==> src/inc/pwm_pkg.sv <==
// Constants, register map and field layouts of the four-channel PWM control block
`default_nettype none

package pwm_pkg;

  // ****************************************************************
  // Sizes
  // ****************************************************************
  localparam int CNT_W = 10;
  localparam int CH_N = 4;
  localparam int DATA_W = 8;
  localparam int ADDR_W = 8;
  localparam int HI_W = CNT_W - DATA_W;

  // ****************************************************************
  // Register offsets
  // ****************************************************************
  localparam logic [ADDR_W-1:0] PERIOD_LO_OFS = 8'hd9;
  localparam logic [ADDR_W-1:0] PERIOD_HI_OFS = 8'hd1;
  localparam logic [ADDR_W-1:0] CONTROL_A_OFS = 8'hdc;
  localparam logic [ADDR_W-1:0] CONTROL_B_OFS = 8'hdf;
  localparam logic [ADDR_W-1:0] BRAKE_FLAG_OFS = 8'he0;
  localparam logic [ADDR_W-1:0] DUTY_LO_OFS [CH_N] = '{8'hda, 8'hdb, 8'hdd, 8'hde};
  localparam logic [ADDR_W-1:0] DUTY_HI_OFS [CH_N] = '{8'hd2, 8'hd3, 8'hd5, 8'hd6};

  // ****************************************************************
  // Field layouts
  // ****************************************************************
  typedef struct packed {
    logic counter_go_bit;
    logic load;
    logic underflow_flag;
    logic counter_clear_bit;
    logic [CH_N-1:0] out_invert;
  } control_a_t;

  typedef struct packed {
    logic brake_when_idle_select;
    logic brake_input_polarity;
    logic brake_input_select;
    logic brake_master_enable;
    logic [CH_N-1:0] out_brake_level;
  } control_b_t;

  // ****************************************************************
  // Values
  // ****************************************************************
  localparam logic [DATA_W-1:0] CONTROL_A_RESET = 8'h00;
  localparam logic [DATA_W-1:0] CONTROL_B_RESET = 8'h00;
  localparam logic [CNT_W-1:0] CNT_ZERO = 10'h000;
  localparam logic [CNT_W-1:0] CNT_ONE = 10'h001;
  localparam logic [CNT_W-1:0] CMP_ALL_ZERO = 10'h000;
  localparam logic [CNT_W-1:0] CMP_ALL_ONE = 10'h3ff;
  localparam logic OUT_RESET_LEVEL = 1'b1;
  localparam int BRAKE_FLAG_BIT = 0;

endpackage : pwm_pkg

`default_nettype wire

==> src/design/pwm_load_run_brake_control.sv <==
// Four-channel PWM control: registers, down counter, load transfer and brake
`default_nettype none

module pwm_load_run_brake_control #(
  parameter int CNT_W = pwm_pkg::CNT_W,
  parameter int CH_N = pwm_pkg::CH_N
) (
  // Clock and reset
  input wire logic clk,
  input wire logic rstn,
  // Register port
  input wire logic [pwm_pkg::ADDR_W-1:0] addr,
  input wire logic [pwm_pkg::DATA_W-1:0] wdata,
  input wire logic wr,
  input wire logic rd,
  output logic [pwm_pkg::DATA_W-1:0] rdata,
  // Brake input pin
  input wire logic brake_pin,
  // PWM outputs
  output logic [CH_N-1:0] pwm_out
);

  // ****************************************************************
  // Declarations
  // ****************************************************************
  pwm_pkg::control_a_t con_a_ff;
  pwm_pkg::control_b_t con_b_ff;
  pwm_pkg::control_a_t wr_a;
  logic brake_flag_ff;
  logic [CNT_W-1:0] cnt_ff;
  logic [CNT_W-1:0] period_buf_ff;
  logic [CNT_W-1:0] period_act_ff;
  logic [CNT_W-1:0] duty_buf_ff [CH_N];
  logic [CNT_W-1:0] duty_act_ff [CH_N];
  logic xfer_done_ff;
  logic [CH_N-1:0] level;
  logic [CH_N-1:0] pwm_out_ff;
  logic [pwm_pkg::DATA_W-1:0] rdata_ff;
  logic [pwm_pkg::DATA_W-1:0] nxt_rdata;
  logic wr_con_a;
  logic wr_con_b;
  logic wr_flag;
  logic wr_per_lo;
  logic wr_per_hi;
  logic underflow;
  logic xfer;
  logic brake_active;
  logic brake_trip;

  assign wr_a = pwm_pkg::control_a_t'(wdata);
  assign wr_con_a = wr && (addr == pwm_pkg::CONTROL_A_OFS);
  assign wr_con_b = wr && (addr == pwm_pkg::CONTROL_B_OFS);
  assign wr_flag = wr && (addr == pwm_pkg::BRAKE_FLAG_OFS);
  assign wr_per_lo = wr && (addr == pwm_pkg::PERIOD_LO_OFS);
  assign wr_per_hi = wr && (addr == pwm_pkg::PERIOD_HI_OFS);

  // Underflow only counts while running, so load alone never transfers
  assign underflow = con_a_ff.counter_go_bit && (cnt_ff == pwm_pkg::CNT_ZERO);
  assign xfer = underflow && con_a_ff.load;

  // ****************************************************************
  // Brake decode and channels
  // ****************************************************************
  pwm_brake_decode u_brake (
    .con_b(con_b_ff),
    .run(con_a_ff.counter_go_bit),
    .brake_pin(brake_pin),
    .brake_active(brake_active),
    .brake_trip(brake_trip)
  );

  for (genvar i = 0; i < CH_N; i++) begin : g_ch
    pwm_compare_channel #(
      .CNT_W(CNT_W)
    ) u_ch (
      .clk(clk),
      .rstn(rstn),
      .run(con_a_ff.counter_go_bit),
      .cnt(cnt_ff),
      .period(period_act_ff),
      .cmp(duty_act_ff[i]),
      .level(level[i])
    );
  end

  // ****************************************************************
  // Down counter
  // ****************************************************************
  always_ff @(posedge clk or negedge rstn) begin
    if (!rstn) begin
      cnt_ff <= pwm_pkg::CNT_ZERO;
    end else if (wr_con_a && wr_a.counter_clear_bit) begin
      cnt_ff <= pwm_pkg::CNT_ZERO;
    end else if (xfer) begin
      cnt_ff <= period_buf_ff;
    end else if (underflow) begin
      cnt_ff <= period_act_ff;
    end else if (con_a_ff.counter_go_bit) begin
      cnt_ff <= cnt_ff - pwm_pkg::CNT_ONE;
    end
  end

  // ****************************************************************
  // Holding registers
  // ****************************************************************
  always_ff @(posedge clk or negedge rstn) begin
    if (!rstn) begin
      period_buf_ff <= pwm_pkg::CNT_ZERO;
    end else if (wr_per_lo) begin
      period_buf_ff[pwm_pkg::DATA_W-1:0] <= wdata;
    end else if (wr_per_hi) begin
      period_buf_ff[CNT_W-1:pwm_pkg::DATA_W] <= wdata[pwm_pkg::HI_W-1:0];
    end
  end

  always_ff @(posedge clk or negedge rstn) begin
    if (!rstn) begin
      for (int i = 0; i < CH_N; i++) begin
        duty_buf_ff[i] <= pwm_pkg::CNT_ZERO;
      end
    end else if (wr) begin
      for (int i = 0; i < CH_N; i++) begin
        if (addr == pwm_pkg::DUTY_LO_OFS[i]) begin
          duty_buf_ff[i][pwm_pkg::DATA_W-1:0] <= wdata;
        end
        if (addr == pwm_pkg::DUTY_HI_OFS[i]) begin
          duty_buf_ff[i][CNT_W-1:pwm_pkg::DATA_W] <= wdata[pwm_pkg::HI_W-1:0];
        end
      end
    end
  end

  // ****************************************************************
  // Active period and compare registers
  // ****************************************************************
  always_ff @(posedge clk or negedge rstn) begin
    if (!rstn) begin
      period_act_ff <= pwm_pkg::CNT_ZERO;
      for (int i = 0; i < CH_N; i++) begin
        duty_act_ff[i] <= pwm_pkg::CNT_ZERO;
      end
    end else if (xfer) begin
      period_act_ff <= period_buf_ff;
      for (int i = 0; i < CH_N; i++) begin
        duty_act_ff[i] <= duty_buf_ff[i];
      end
    end
  end

  always_ff @(posedge clk or negedge rstn) begin
    if (!rstn) begin
      xfer_done_ff <= 1'b0;
    end else begin
      xfer_done_ff <= xfer;
    end
  end

  // ****************************************************************
  // Control A
  // ****************************************************************
  always_ff @(posedge clk or negedge rstn) begin
    if (!rstn) begin
      con_a_ff <= pwm_pkg::control_a_t'(pwm_pkg::CONTROL_A_RESET);
    end else begin
      con_a_ff.counter_clear_bit <= 1'b0;
      if (brake_trip) begin
        con_a_ff.counter_go_bit <= 1'b0;
      end else if (wr_con_a) begin
        con_a_ff.counter_go_bit <= wr_a.counter_go_bit;
      end
      if (wr_con_a) begin
        con_a_ff.load <= wr_a.load;
      end else if (xfer_done_ff) begin
        con_a_ff.load <= 1'b0;
      end
      if (underflow) begin
        con_a_ff.underflow_flag <= 1'b1;
      end else if (wr_con_a) begin
        con_a_ff.underflow_flag <= con_a_ff.underflow_flag & wr_a.underflow_flag;
      end
      if (wr_con_a) begin
        con_a_ff.out_invert <= wr_a.out_invert;
      end
    end
  end

  // ****************************************************************
  // Control B and brake flag
  // ****************************************************************
  always_ff @(posedge clk or negedge rstn) begin
    if (!rstn) begin
      con_b_ff <= pwm_pkg::control_b_t'(pwm_pkg::CONTROL_B_RESET);
    end else if (wr_con_b) begin
      con_b_ff <= pwm_pkg::control_b_t'(wdata);
    end
  end

  always_ff @(posedge clk or negedge rstn) begin
    if (!rstn) begin
      brake_flag_ff <= 1'b0;
    end else if (brake_trip) begin
      brake_flag_ff <= 1'b1;
    end else if (wr_flag) begin
      brake_flag_ff <= brake_flag_ff & wdata[pwm_pkg::BRAKE_FLAG_BIT];
    end
  end

  // ****************************************************************
  // Output stage
  // ****************************************************************
  always_ff @(posedge clk or negedge rstn) begin
    if (!rstn) begin
      pwm_out_ff <= {CH_N{pwm_pkg::OUT_RESET_LEVEL}};
    end else if (brake_active) begin
      pwm_out_ff <= con_b_ff.out_brake_level;
    end else begin
      pwm_out_ff <= level ^ con_a_ff.out_invert;
    end
  end

  assign pwm_out = pwm_out_ff;

  // ****************************************************************
  // Read path
  // ****************************************************************
  always_comb begin
    nxt_rdata = '0;
    case (addr)
      pwm_pkg::CONTROL_A_OFS: begin
        nxt_rdata = con_a_ff;
      end
      pwm_pkg::CONTROL_B_OFS: begin
        nxt_rdata = con_b_ff;
      end
      pwm_pkg::BRAKE_FLAG_OFS: begin
        nxt_rdata[pwm_pkg::BRAKE_FLAG_BIT] = brake_flag_ff;
      end
      pwm_pkg::PERIOD_LO_OFS: begin
        nxt_rdata = period_buf_ff[pwm_pkg::DATA_W-1:0];
      end
      pwm_pkg::PERIOD_HI_OFS: begin
        nxt_rdata[pwm_pkg::HI_W-1:0] = period_buf_ff[CNT_W-1:pwm_pkg::DATA_W];
      end
      default: begin
        for (int i = 0; i < CH_N; i++) begin
          if (addr == pwm_pkg::DUTY_LO_OFS[i]) begin
            nxt_rdata = duty_buf_ff[i][pwm_pkg::DATA_W-1:0];
          end
          if (addr == pwm_pkg::DUTY_HI_OFS[i]) begin
            nxt_rdata[pwm_pkg::HI_W-1:0] = duty_buf_ff[i][CNT_W-1:pwm_pkg::DATA_W];
          end
        end
      end
    endcase
  end

  // Data stands only in the cycle after the read strobe
  always_ff @(posedge clk or negedge rstn) begin
    if (!rstn) begin
      rdata_ff <= '0;
    end else if (rd) begin
      rdata_ff <= nxt_rdata;
    end else begin
      rdata_ff <= '0;
    end
  end

  assign rdata = rdata_ff;

endmodule : pwm_load_run_brake_control

`default_nettype wire

==> src/design/pwm_compare_channel.sv <==
// One PWM channel: compares the shared counter against its active compare value
`default_nettype none

module pwm_compare_channel #(
  parameter int CNT_W = pwm_pkg::CNT_W
) (
  // Clock and reset
  input wire logic clk,
  input wire logic rstn,
  // Counter state
  input wire logic run,
  input wire logic [CNT_W-1:0] cnt,
  input wire logic [CNT_W-1:0] period,
  input wire logic [CNT_W-1:0] cmp,
  // Uninverted channel level
  output logic level
);

  // ****************************************************************
  // Compare
  // ****************************************************************
  always_ff @(posedge clk or negedge rstn) begin
    if (!rstn) begin
      level <= pwm_pkg::OUT_RESET_LEVEL;
    end else if (!run) begin
      level <= level;
    end else if (cmp == pwm_pkg::CMP_ALL_ZERO) begin
      level <= 1'b1;
    end else if (cmp == pwm_pkg::CMP_ALL_ONE) begin
      level <= 1'b0;
    end else if (cmp > period) begin
      level <= 1'b0;
    end else begin
      level <= (cnt >= cmp);
    end
  end

endmodule : pwm_compare_channel

`default_nettype wire

==> src/design/pwm_brake_decode.sv <==
// Brake decision from control B, the run bit and the brake input pin
`default_nettype none

module pwm_brake_decode (
  // Configuration and state
  input wire pwm_pkg::control_b_t con_b,
  input wire logic run,
  // Brake input pin
  input wire logic brake_pin,
  // Decision
  output logic brake_active,
  output logic brake_trip
);

  logic pin_asserted;

  // ****************************************************************
  // Decode
  // ****************************************************************
  always_comb begin
    pin_asserted = con_b.brake_input_polarity ? brake_pin : !brake_pin;
    brake_active = 1'b0;
    brake_trip = 1'b0;
    if (con_b.brake_master_enable) begin
      case ({con_b.brake_when_idle_select, con_b.brake_input_select})
        2'b00: begin
          brake_active = 1'b1;
        end
        2'b10: begin
          brake_active = !run;
        end
        2'b01: begin
          brake_active = pin_asserted;
          brake_trip = pin_asserted;
        end
        default: begin
          brake_active = 1'b0;
        end
      endcase
    end
  end

endmodule : pwm_brake_decode

`default_nettype wire

==> config.mk <==
export PLATFORM = sky130hd
export DESIGN_NAME = pwm_load_run_brake_control
export DESIGN_NICKNAME = d
export VERILOG_FILES = /design/src/inc/pwm_pkg.sv /design/src/design/pwm_load_run_brake_control.sv /design/src/design/pwm_compare_channel.sv /design/src/design/pwm_brake_decode.sv
export SDC_FILE = /design/constraint.sdc
export NUM_CORES = 1
export LEC_CHECK = 0
export BUFFER_PORTS_ARGS = -buffer_cell sky130_fd_sc_hd__buf_2
export CAP_MARGIN = 10
export CORE_ASPECT_RATIO = 0.75
export CORE_UTILIZATION = 60
export DETAILED_ROUTE_END_ITERATION = 7
export PLACE_DENSITY = 0.78
export SYNTH_ARGS = -nofsm -noshare
export SYNTH_HDL_FRONTEND = slang
export SYNTH_SLANG_ARGS = --single-unit
==> constraint.sdc <==
create_clock -name clk -period 4.7 [get_ports clk]
set_clock_uncertainty 0.1 [all_clocks]
set_input_delay 0.235 -clock clk [delete_from_list [all_inputs] [get_ports clk]]
set_output_delay 0.235 -clock clk [all_outputs]
set_load 0.01 [all_outputs]
* Yosys cells after proc, flatten, opt, wreduce, memory -nomap -nowiden *
Index checks and enable logic that the tools add are counted.

cells by class
  $add $sub $neg = 1
  magnitude comparators = 8
  eq/ne operators = 19
  multiplexer cells = 44
  bitwise logic cells = 4
  reduce and logical (&&, ||, !) cells = 32

operator list
  cell                   count
  $eq 8x8->1 const B     13
  $mux 8                 7
  $logic_not 10->1       5
  $eq 10x10->1 const B   4
  $ge 10x10->1           4
  $gt 10x10->1           4
  $mux 10                4
  $mux 1                 24
  $pmux 6 s4             1
  $reduce_and 2->1       9
  $pmux 1 s5             2
  $sub 10x1->10 const B  1
  $logic_and 1x1->1      8
  $mux 2                 4
  $reduce_bool 2->1      4
  $reduce_or 5->1        1
  $mux 4                 1
  $reduce_bool 4->1      1
  $xor 4x4->4            1
  $pmux 1 s3             1
  $and 1x1->1            2
  $eq 2x1->1 const B     1
  $eq 2x2->1 const B     1
  $logic_not 1->1        2
  3 further kinds        3

storage, ports and cells
  bits in registers = 143
  input port bits = 21
  output and inout port bits = 12
  word-level logic and storage cells = 141

* Longest topological paths before layout *
Gate-level depths: netlist of run 1.

  depth in word-level cells = 13
  depth in mapped cells = 8
  gate-level depth less buffers = 8

* Hierarchy *
Synthesis of run 1 repeated with hierarchy kept, for this count alone.

second synthesis, totals
  cells, all modules = 801
  area total of the unflattened synthesis = 8657.1 µm²

by module, submodules not included
  module                      instances  cells each  area each (µm²)  sequential area each (µm²)
  pwm_load_run_brake_control  1          484         6293.5           3483.3
  pwm_compare_channel         4          78          580.6            26.3
  pwm_brake_decode            1          5           41.3             0.0

* Worst setup path after synthesis of run 1 *
OpenSTA, ideal clock, no wires.

  path type = reg2reg
  start = reg cnt_ff[0]
  end = reg cnt_ff[9]
  library setup time = 0.066 ns
  arrival time = 1.893 ns
  required time = 4.534 ns
  slack = 2.641 ns
  stages on the path, launching flop included = 9
  path buffers = 1
  period minus slack after synthesis = 2.059 ns
  path through = dfrtp_1 > inv_1 > ha_1 > nor3b_4 > nand4_2 > nor4_4 > buf_2 > a32oi_1 > nand2_1

between the ends
  cells in the longest elaborated chain, start to end = 5
  elaborated cells on any way between the ends = 9
  classes of those cells = add/sub: 1; mux: 4; reduce/logical: 4

RTL lines
  item                                                      RTL line                                                            text
  start, declared                                           pwm_load_run_brake_control.sv:30                                    logic [CNT_W-1:0] cnt_ff;
  start signal, assigned                                    pwm_load_run_brake_control.sv:91                                    cnt_ff <= pwm_pkg::CNT_ZERO;
  start signal, assigned                                    pwm_load_run_brake_control.sv:93                                    cnt_ff <= pwm_pkg::CNT_ZERO;
  start signal, assigned                                    pwm_load_run_brake_control.sv:95                                    cnt_ff <= period_buf_ff;
  $sub 10x1->10 / $logic_not 10->1 (equally long branches)  pwm_load_run_brake_control.sv:99, pwm_load_run_brake_control.sv:58
  $mux 10 / $logic_and 1x1->1 (equally long branches)       pwm_load_run_brake_control.sv:98, pwm_load_run_brake_control.sv:58
  $mux 10 / $logic_and 1x1->1 (equally long branches)       pwm_load_run_brake_control.sv:96, pwm_load_run_brake_control.sv:59
  $mux 10                                                   pwm_load_run_brake_control.sv:94                                    end else if (xfer) begin
  $mux 10                                                   pwm_load_run_brake_control.sv:92                                    end else if (wr_con_a && wr_a.counter_clear_bit) begin

Parallel ways exist; a longest one is shown, timed or not. The select of a mux whose other input is x is not followed.
A chain may end at the register's enable or synchronous reset.

* Final worst setup path of run 1 *
Ends and elaborated chain as after synthesis.

==> results of run 1 <==
==> area by class of cell <==
cell class              count  area (um2)
fillers                  1003        4048
multi-input cells         605        4369
well taps                 171       214.0
inverters                  63       236.5
flip-flops and latches    143        3588
clock inverters            14       126.4
clock buffers              18       429.2
repair buffers             38       231.5
==> layer usage <==
| metal | wire, um | up-vias | part of all wire (%) |
|---|---|---|---|
| met4 | 844 | 0 | 3.4 |
| met2 | 11000 | 370 | 45 |
| met1 | 10210 | 3446 | 41 |
| met3 | 2627 | 74 | 11 |
| met5 | 0 | - | 0 |
| li1 | - | 3106 | - |
==> kinds of logic after synthesis <==
| kind of cell | after synthesis | share of synthesized area [%] |
|---|---|---|
| AO/OA/AOI/OAI | 206 | 15.64 |
| buffers and inverters | 92 | 4.332 |
| adder cells (fa/ha/maj) | 81 | 12.18 |
| AND/OR/NAND/NOR | 240 | 14.43 |
| XOR/XNOR | 6 | 0.6318 |
| flip-flops | 143 | 43.14 |
| multiplexers | 72 | 9.642 |
==> per-stage QoR <==
| step | power [mW] | util, % | cells |
|---|---|---|---|
| 2_1_floorplan | 1.790 | - | 840 |
| 3_3_place_gp | 1.970 | 65.01 | 1017 |
| 3_5_place_dp | 2.012 | 65.01 | 1017 |
| 4_1_cts | 3.289 | 69.44 | 1052 |
| 5_1_grt | 3.436 | 69.44 | 1052 |
| 6_report | 3.298 | 69.44 | 1052 |
==> worst max path at each step <==
| stage | startpoint | to | cells past startpoint |
|---|---|---|---|
| after CTS | cnt_ff[0] | duty_act_ff[11] | 8 |
| final | cnt_ff[0] | cnt_ff[9] | 8 |
| after global routing | cnt_ff[0] | cnt_ff[9] | 8 |
| after global placement | cnt_ff[0] | cnt_ff[9] | 8 |
| after floorplan | cnt_ff[0] | cnt_ff[9] | 8 |
| after detailed placement | cnt_ff[0] | cnt_ff[9] | 8 |
==> Yosys cell counts (all sizes together), types with 4 or more instances <==
master  number
o21ai       72
dfrtp      135
o41ai        4
a22oi        8
inv         63
and3         6
dfstp        8
a211oi      12
a21oi       43
nand2b       7
nor4        13
o311ai       4
o21bai       4
buf         15
mux2i        7
nor2        31
a22o         8
ha          81
a31oi        8
o21a         5
clkbuf      14
a21o         6
nand3       25
nor3        12
nand2      109
mux2        65
nor2b        8
nand4       19
o211ai       7
xnor2        5
==> critical path: cells and delay by family, from the launching register on <==
kind | cells | cell delay (ns)
AND/OR/NAND/NOR | 4 | 1.43
buffers and inverters | 2 | 0.53
flip-flops | 1 | 0.41
adder cells (fa/ha/maj) | 1 | 0.21
AO/OA/AOI/OAI | 1 | 0.15
==> registers in the layout (all words and copies together), names as in the netlist, 7 cells and up <==
signal and cells:
duty_buf_ff 40, rdata 8, duty_act_ff 40, cnt_ff 10, period_act_ff 10, con_b_ff 8, period_buf_ff 10, con_a_ff 7
==> report_power, final <==
part | total, mW | internal, mW | leakage [nW] | switching, mW
combinational | 0.532 | 0.236 | 1.99 | 0.296
clock | 1.28 | 0.696 | 0.263 | 0.586
sequential | 1.48 | 1.34 | 1.94 | 0.148
total | 3.30 | 2.27 | 4.20 | 1.03
==> cells in the final DEF, fill, tap and decap left out, types with 3 or more instances in the layout <==
master,n
nor3_1,9
a22oi_1,8
a211oi_1,12
nand2b_1,7
clkbuf_16,17
o21a_1,5
a31oi_1,8
nand2_1,109
o21bai_1,4
a221oi_1,3
o211ai_1,7
nor4_1,12
dlygate4sd3_1,3
o21ai_0,72
nor2b_1,8
inv_8,5
nand3_1,24
o41ai_1,4
dfrtp_1,135
o311ai_0,4
a21oi_1,43
o31ai_1,3
a22o_1,8
a21o_1,6
and3_1,6
nand4_1,18
mux2i_1,7
xnor2_1,5
ha_1,81
mux2_2,65
inv_1,63
dfstp_2,8
buf_2,31
clkinvlp_4,4
nor2_1,30
==> results.json, run 1 <==
{
  "synth_edf_count": 0,
  "ys.flop_type": "dfrtp_1",
  "hold_viol": 0,
  "fin_ws_ns": 1.767,
  "worstSetupStartpointType": "flip-flop",
  "io_pins": 33,
  "drcViolationCount": 0,
  "critPathArrivalTime_ns": 3.19,
  "core_area_um2": 13240,
  "vdd_drop_max_mv": 0.3161,
  "slew_headroom_pct": 33.00,
  "hold_depth": 2,
  "cts_hold_buf": 3,
  "critPathSlowestCell": "nor4_4",
  "max-cap-violations": 0,
  "p_leak_nw": 4.195,
  "placed_area_um2": 8610,
  "crit_path_end_kind": "flip-flop",
  "vias": 6996,
  "synth_top_cells_by_area": "dfrtp_1, ha_1, mux2_2, nand2_1, o21ai_0",
  "htreeDepth": 4,
  "dp.final_hpwl_um": 18120,
  "period_share_pct": 62.40,
  "path_class": "flip-flop to flip-flop",
  "clock_path_buffers": 2,
  "portBuffers": 32,
  "power_density_nw_per_um2": 358.7,
  "synth_seq_area_share_pct": 43.14,
  "clk_latency_ns": 0.42,
  "hp-start": "addr[2]",
  "synth_cells": 840,
  "post_cts_buffers": 0,
  "finish.instance_area_um2": 9195,
  "grt_use_total_pct": 36.36,
  "fp.dieH_um": 104.0,
  "finalSetupViolations": 0,
  "rsz0062_at_grt": "false",
  "grt_start_max_net_pins": 98,
  "drtPass1Iterations": 6,
  "grt_pass1_vias": 6907,
  "via_per_inst": 6.650,
  "cts_sinks": 143,
  "tns_ns": 0,
  "start_util_pct": 62.81,
  "async_flop_share_pct": 100.0,
  "syn_nets": 942,
  "fin_nets": 970,
  "drt_iter0_drc": 747,
  "grt_remaining_overflow": 0,
  "wl_um": 24680,
  "reg2reg_from": "cnt_ff[0]",
  "pre_cts_ws_ns": 1.835,
  "n_antenna_cell": 0,
  "ctsResizeCount": 0,
  "status": "completed",
  "grt_pass1_wl_um": 38250,
  "synth_top_area_cell": "dfrtp_1",
  "grt_use_met2_pct": 53.25,
  "whs_ns": 0.06613,
  "synth.avg_cell_area_um2": 9.902,
  "syn_area_um2": 8318,
  "grt_busiest_layer": "met2",
  "r2r_cells": 8,
  "cts_root_buf": "clkbuf_16",
  "rows": 36,
  "wire_per_inst_um": 23.46,
  "r2r_slack_ns": 1.77,
  "min_path_type": "input pin to flip-flop",
  "tightest_slew_ns": 0.9975,
  "reg2reg_to": "cnt_ff[9]",
  "slew_viol_final": 0,
  "cp_slowest_stage_delay_ns": 0.80,
  "tritoncts": "built",
  "drive_gt1_share_pct": 17.03,
  "die_w_um": 138.0,
  "worstHoldEndpoint": "rdata[0]",
  "numCtsBuffers": 17,
  "cp.required_ns": 4.96,
  "clk_pin_slew_ns": 0.07,
  "crit_fanout": 78,
  "yosysWarnings": 0,
  "synth.top_cell.area_share_pct": 40.61,
  "use_met3_pct": 12.23,
  "use_met1_pct": 49.04,
  "fmax_mhz": 340.9,
  "place_congestion": 1.013,
  "synth.distinct_cells": 65,
  "drtAntennaViolNets": 0,
  "dieArea_um2": 14340,
  "antenna_found_initial": 0,
  "path_cells": "inv_1 -> ha_1 -> nor3b_4 -> nand4_2 -> nor4_4 -> buf_12 -> a32oi_1 -> nand2_1",
  "area_growth_pct": 10.54,
  "yosys_register_bits": 143,
  "period_needed_ns": 2.933
}
No activity file was read; power rests on OpenSTA's default activity.
==> inputs of run 2 (changes only) <==
- CORE_UTILIZATION: 60 -> 56
- PLACE_DENSITY: 0.78 -> 0.76
- clock period: 4.7 -> 2.35 ns (I/O delays scaled with it)
==> run 2 against run 1 <==
- design area grew 3.3%
- via count shrank 0.40%
- worst setup slack got worse by 1.7 ns
- non-clock buffer count is 28 higher
- critical path depth decreased by 1
- die area increased by 7.0%
- sequential share of layout area shrank 1.2 points
- hold slack lost 0.040 ns
- global-route usage decreased by 3.4 points
- flip-flop and latch count is the same
- total power increased by 110%
- largest power group unchanged
- highest routed layer unchanged
==> results.json, run 2 (same netlist as run 1, synthesis figures left out) <==
{
  "fp.dieH_um": 107.5,
  "period_share_pct": 96.38,
  "area_growth_pct": 14.15,
  "drive_gt1_share_pct": 19.25,
  "crit_fanout": 50,
  "worstSetupStartpointType": "flip-flop",
  "rsz0062_at_grt": "true",
  "dp.final_hpwl_um": 17520,
  "clock_path_buffers": 2,
  "grt_use_total_pct": 32.99,
  "cp.required_ns": 2.54,
  "wl_um": 24160,
  "crit_path_end_kind": "flip-flop",
  "grt_pass1_vias": 6416,
  "cts_sinks": 143,
  "layout_commonest_cell": "dfrtp_1",
  "pre_cts_ws_ns": 0.1463,
  "layout_common_cells": "dfrtp_1, nand2_1, ha_1, o21ai_0, mux2_2",
  "grt_pass1_wl_um": 36710,
  "clk_latency_ns": 0.43,
  "die_w_um": 142.7,
  "p_leak_nw": 4.359,
  "drt_iter0_drc": 747,
  "drtPass1Iterations": 6,
  "via_per_inst": 6.277,
  "tritoncts": "built",
  "dp.cells": 1070,
  "wire_per_inst_um": 21.77,
  "cts_root_buf": "clkbuf_16",
  "tns_ns": 0,
  "power_density_nw_per_um2": 718.2,
  "layoutNonFillerInstCount": 1110,
  "io_pins": 33,
  "clk_pin_slew_ns": 0.07,
  "max-cap-violations": 0,
  "grt_start_max_net_pins": 101,
  "tightest_slew_ns": 0.7301,
  "fin_nets": 998,
  "htreeDepth": 4,
  "dieArea_um2": 15350,
  "drtAntennaViolNets": 0,
  "grt_remaining_overflow": 0,
  "numCtsBuffers": 17,
  "finalSetupViolations": 0,
  "slew_viol_final": 0,
  "fmax_mhz": 441.5,
  "period_needed_ns": 2.265,
  "post_cts_buffers": 0,
  "status": "completed",
  "slew_headroom_pct": 51.32,
  "drcViolationCount": 0,
  "antenna_found_initial": 0,
  "vias": 6968,
  "place_congestion": 1.022,
  "min_path_type": "input pin to flip-flop",
  "rows": 38,
  "core_area_um2": 14500,
  "vdd_drop_max_mv": 0.5511,
  "reg_top3": "duty_act_ff x40, duty_buf_ff x40",
  "portBuffers": 32,
  "hold_viol": 0,
  "fin_ws_ns": 0.08502,
  "nFillCells": 1108,
  "path_class": "flip-flop to flip-flop",
  "critPathArrivalTime_ns": 2.46,
  "start_util_pct": 57.36
}
==> run 2: cell types whose count changed in the layout (fill, tap and decap cells not counted), sizes merged <==
cell         before  now
buf              35   59
bufinv            0    1
clkinvlp          4    3
clkinv            3    2
diode             0    1
dlygate4sd3       3    6
inv              70   71
clkbuf           18   19
==> run 2: area by class of cell <==
class	instances	area [um2]	area share (%)
diodes	1	2.502	0.02635
clock buffers	18	429.2	4.520
flip-flops and latches	143	3588	37.79
repair buffers	66	470.5	4.955
multi-input cells	605	4369	46.01
clock inverters	14	148.9	1.568
well taps	200	250.2	2.635
inverters	63	236.5	2.490
==> run 2: per-layer routing <==
layer  share of wire (%)  track usage [%]  vias to the layer above
met2                  43            45.45                      311
met1                  44            47.16                     3403
met3                  10            11.88                       66
li1                    -                -                     3188
met4                 3.1            11.75                        0
met5                   0                0                        -
==> run 2: repair_timing <==
item                                    in CTS  in global routing
endpoints found under the setup margin       0                 15
gates resized for setup                      0                  1
endpoints found under the hold margin      113                  0
hold buffers                                 6                  0
==> run 2: path summary, 6_finish.rpt <==
| kind | start | endpoint | slack, ns | cells after the start |
|---|---|---|---|---|
| min reg2reg | brake_flag_ff | brake_flag_ff | 0.40 | 1 |
| max reg2reg | cnt_ff[0] | duty_act_ff[12] | 0.09 | 7 |
| min in group asynchronous | rstn | duty_act_ff[39] | 0.11 | 2 |
| max | cnt_ff[0] | duty_act_ff[12] | 0.09 | 7 |
| max in group asynchronous | rstn | g_ch[2].u_ch.level | 1.31 | 3 |
| min | wdata[3] | duty_buf_ff[13] | 0.03 | 2 |
==> run 2: stage by stage <==
| stage | hold WS (ns) | total power, mW | util, % | cell area, um2 |
|---|---|---|---|---|
| finish | 0.02600 | 6.820 | 65.48 | 9495 |
| global route | 0.02227 | 7.088 | 65.46 | 9493 |
| CTS | 0.003969 | 6.808 | 65.35 | 9477 |
| detailed placement | -0.004067 | 4.119 | 60.95 | 8838 |
| global placement | -0.008102 | 4.092 | 60.95 | 8838 |
| floorplan | -0.2781 | 3.580 | - | 8318 |
==> run 2: critical path, stage by stage, from the launching register on <==
cell	delay (ns)
dfrtp_1	0.42
inv_1	0.09
ha_1	0.16
nor3b_4	0.28
nand4_2	0.24
nor4_4	0.31
buf_6	0.38
o21ai_0	0.13
==> run 2: report_power, final <==
group | internal [mW] | total [mW] | switching, mW | leakage (nW)
sequential | 2.67 | 2.88 | 0.205 | 1.94
combinational | 0.543 | 1.25 | 0.703 | 2.14
clock | 1.50 | 2.70 | 1.20 | 0.277
total | 4.72 | 6.82 | 2.10 | 4.36
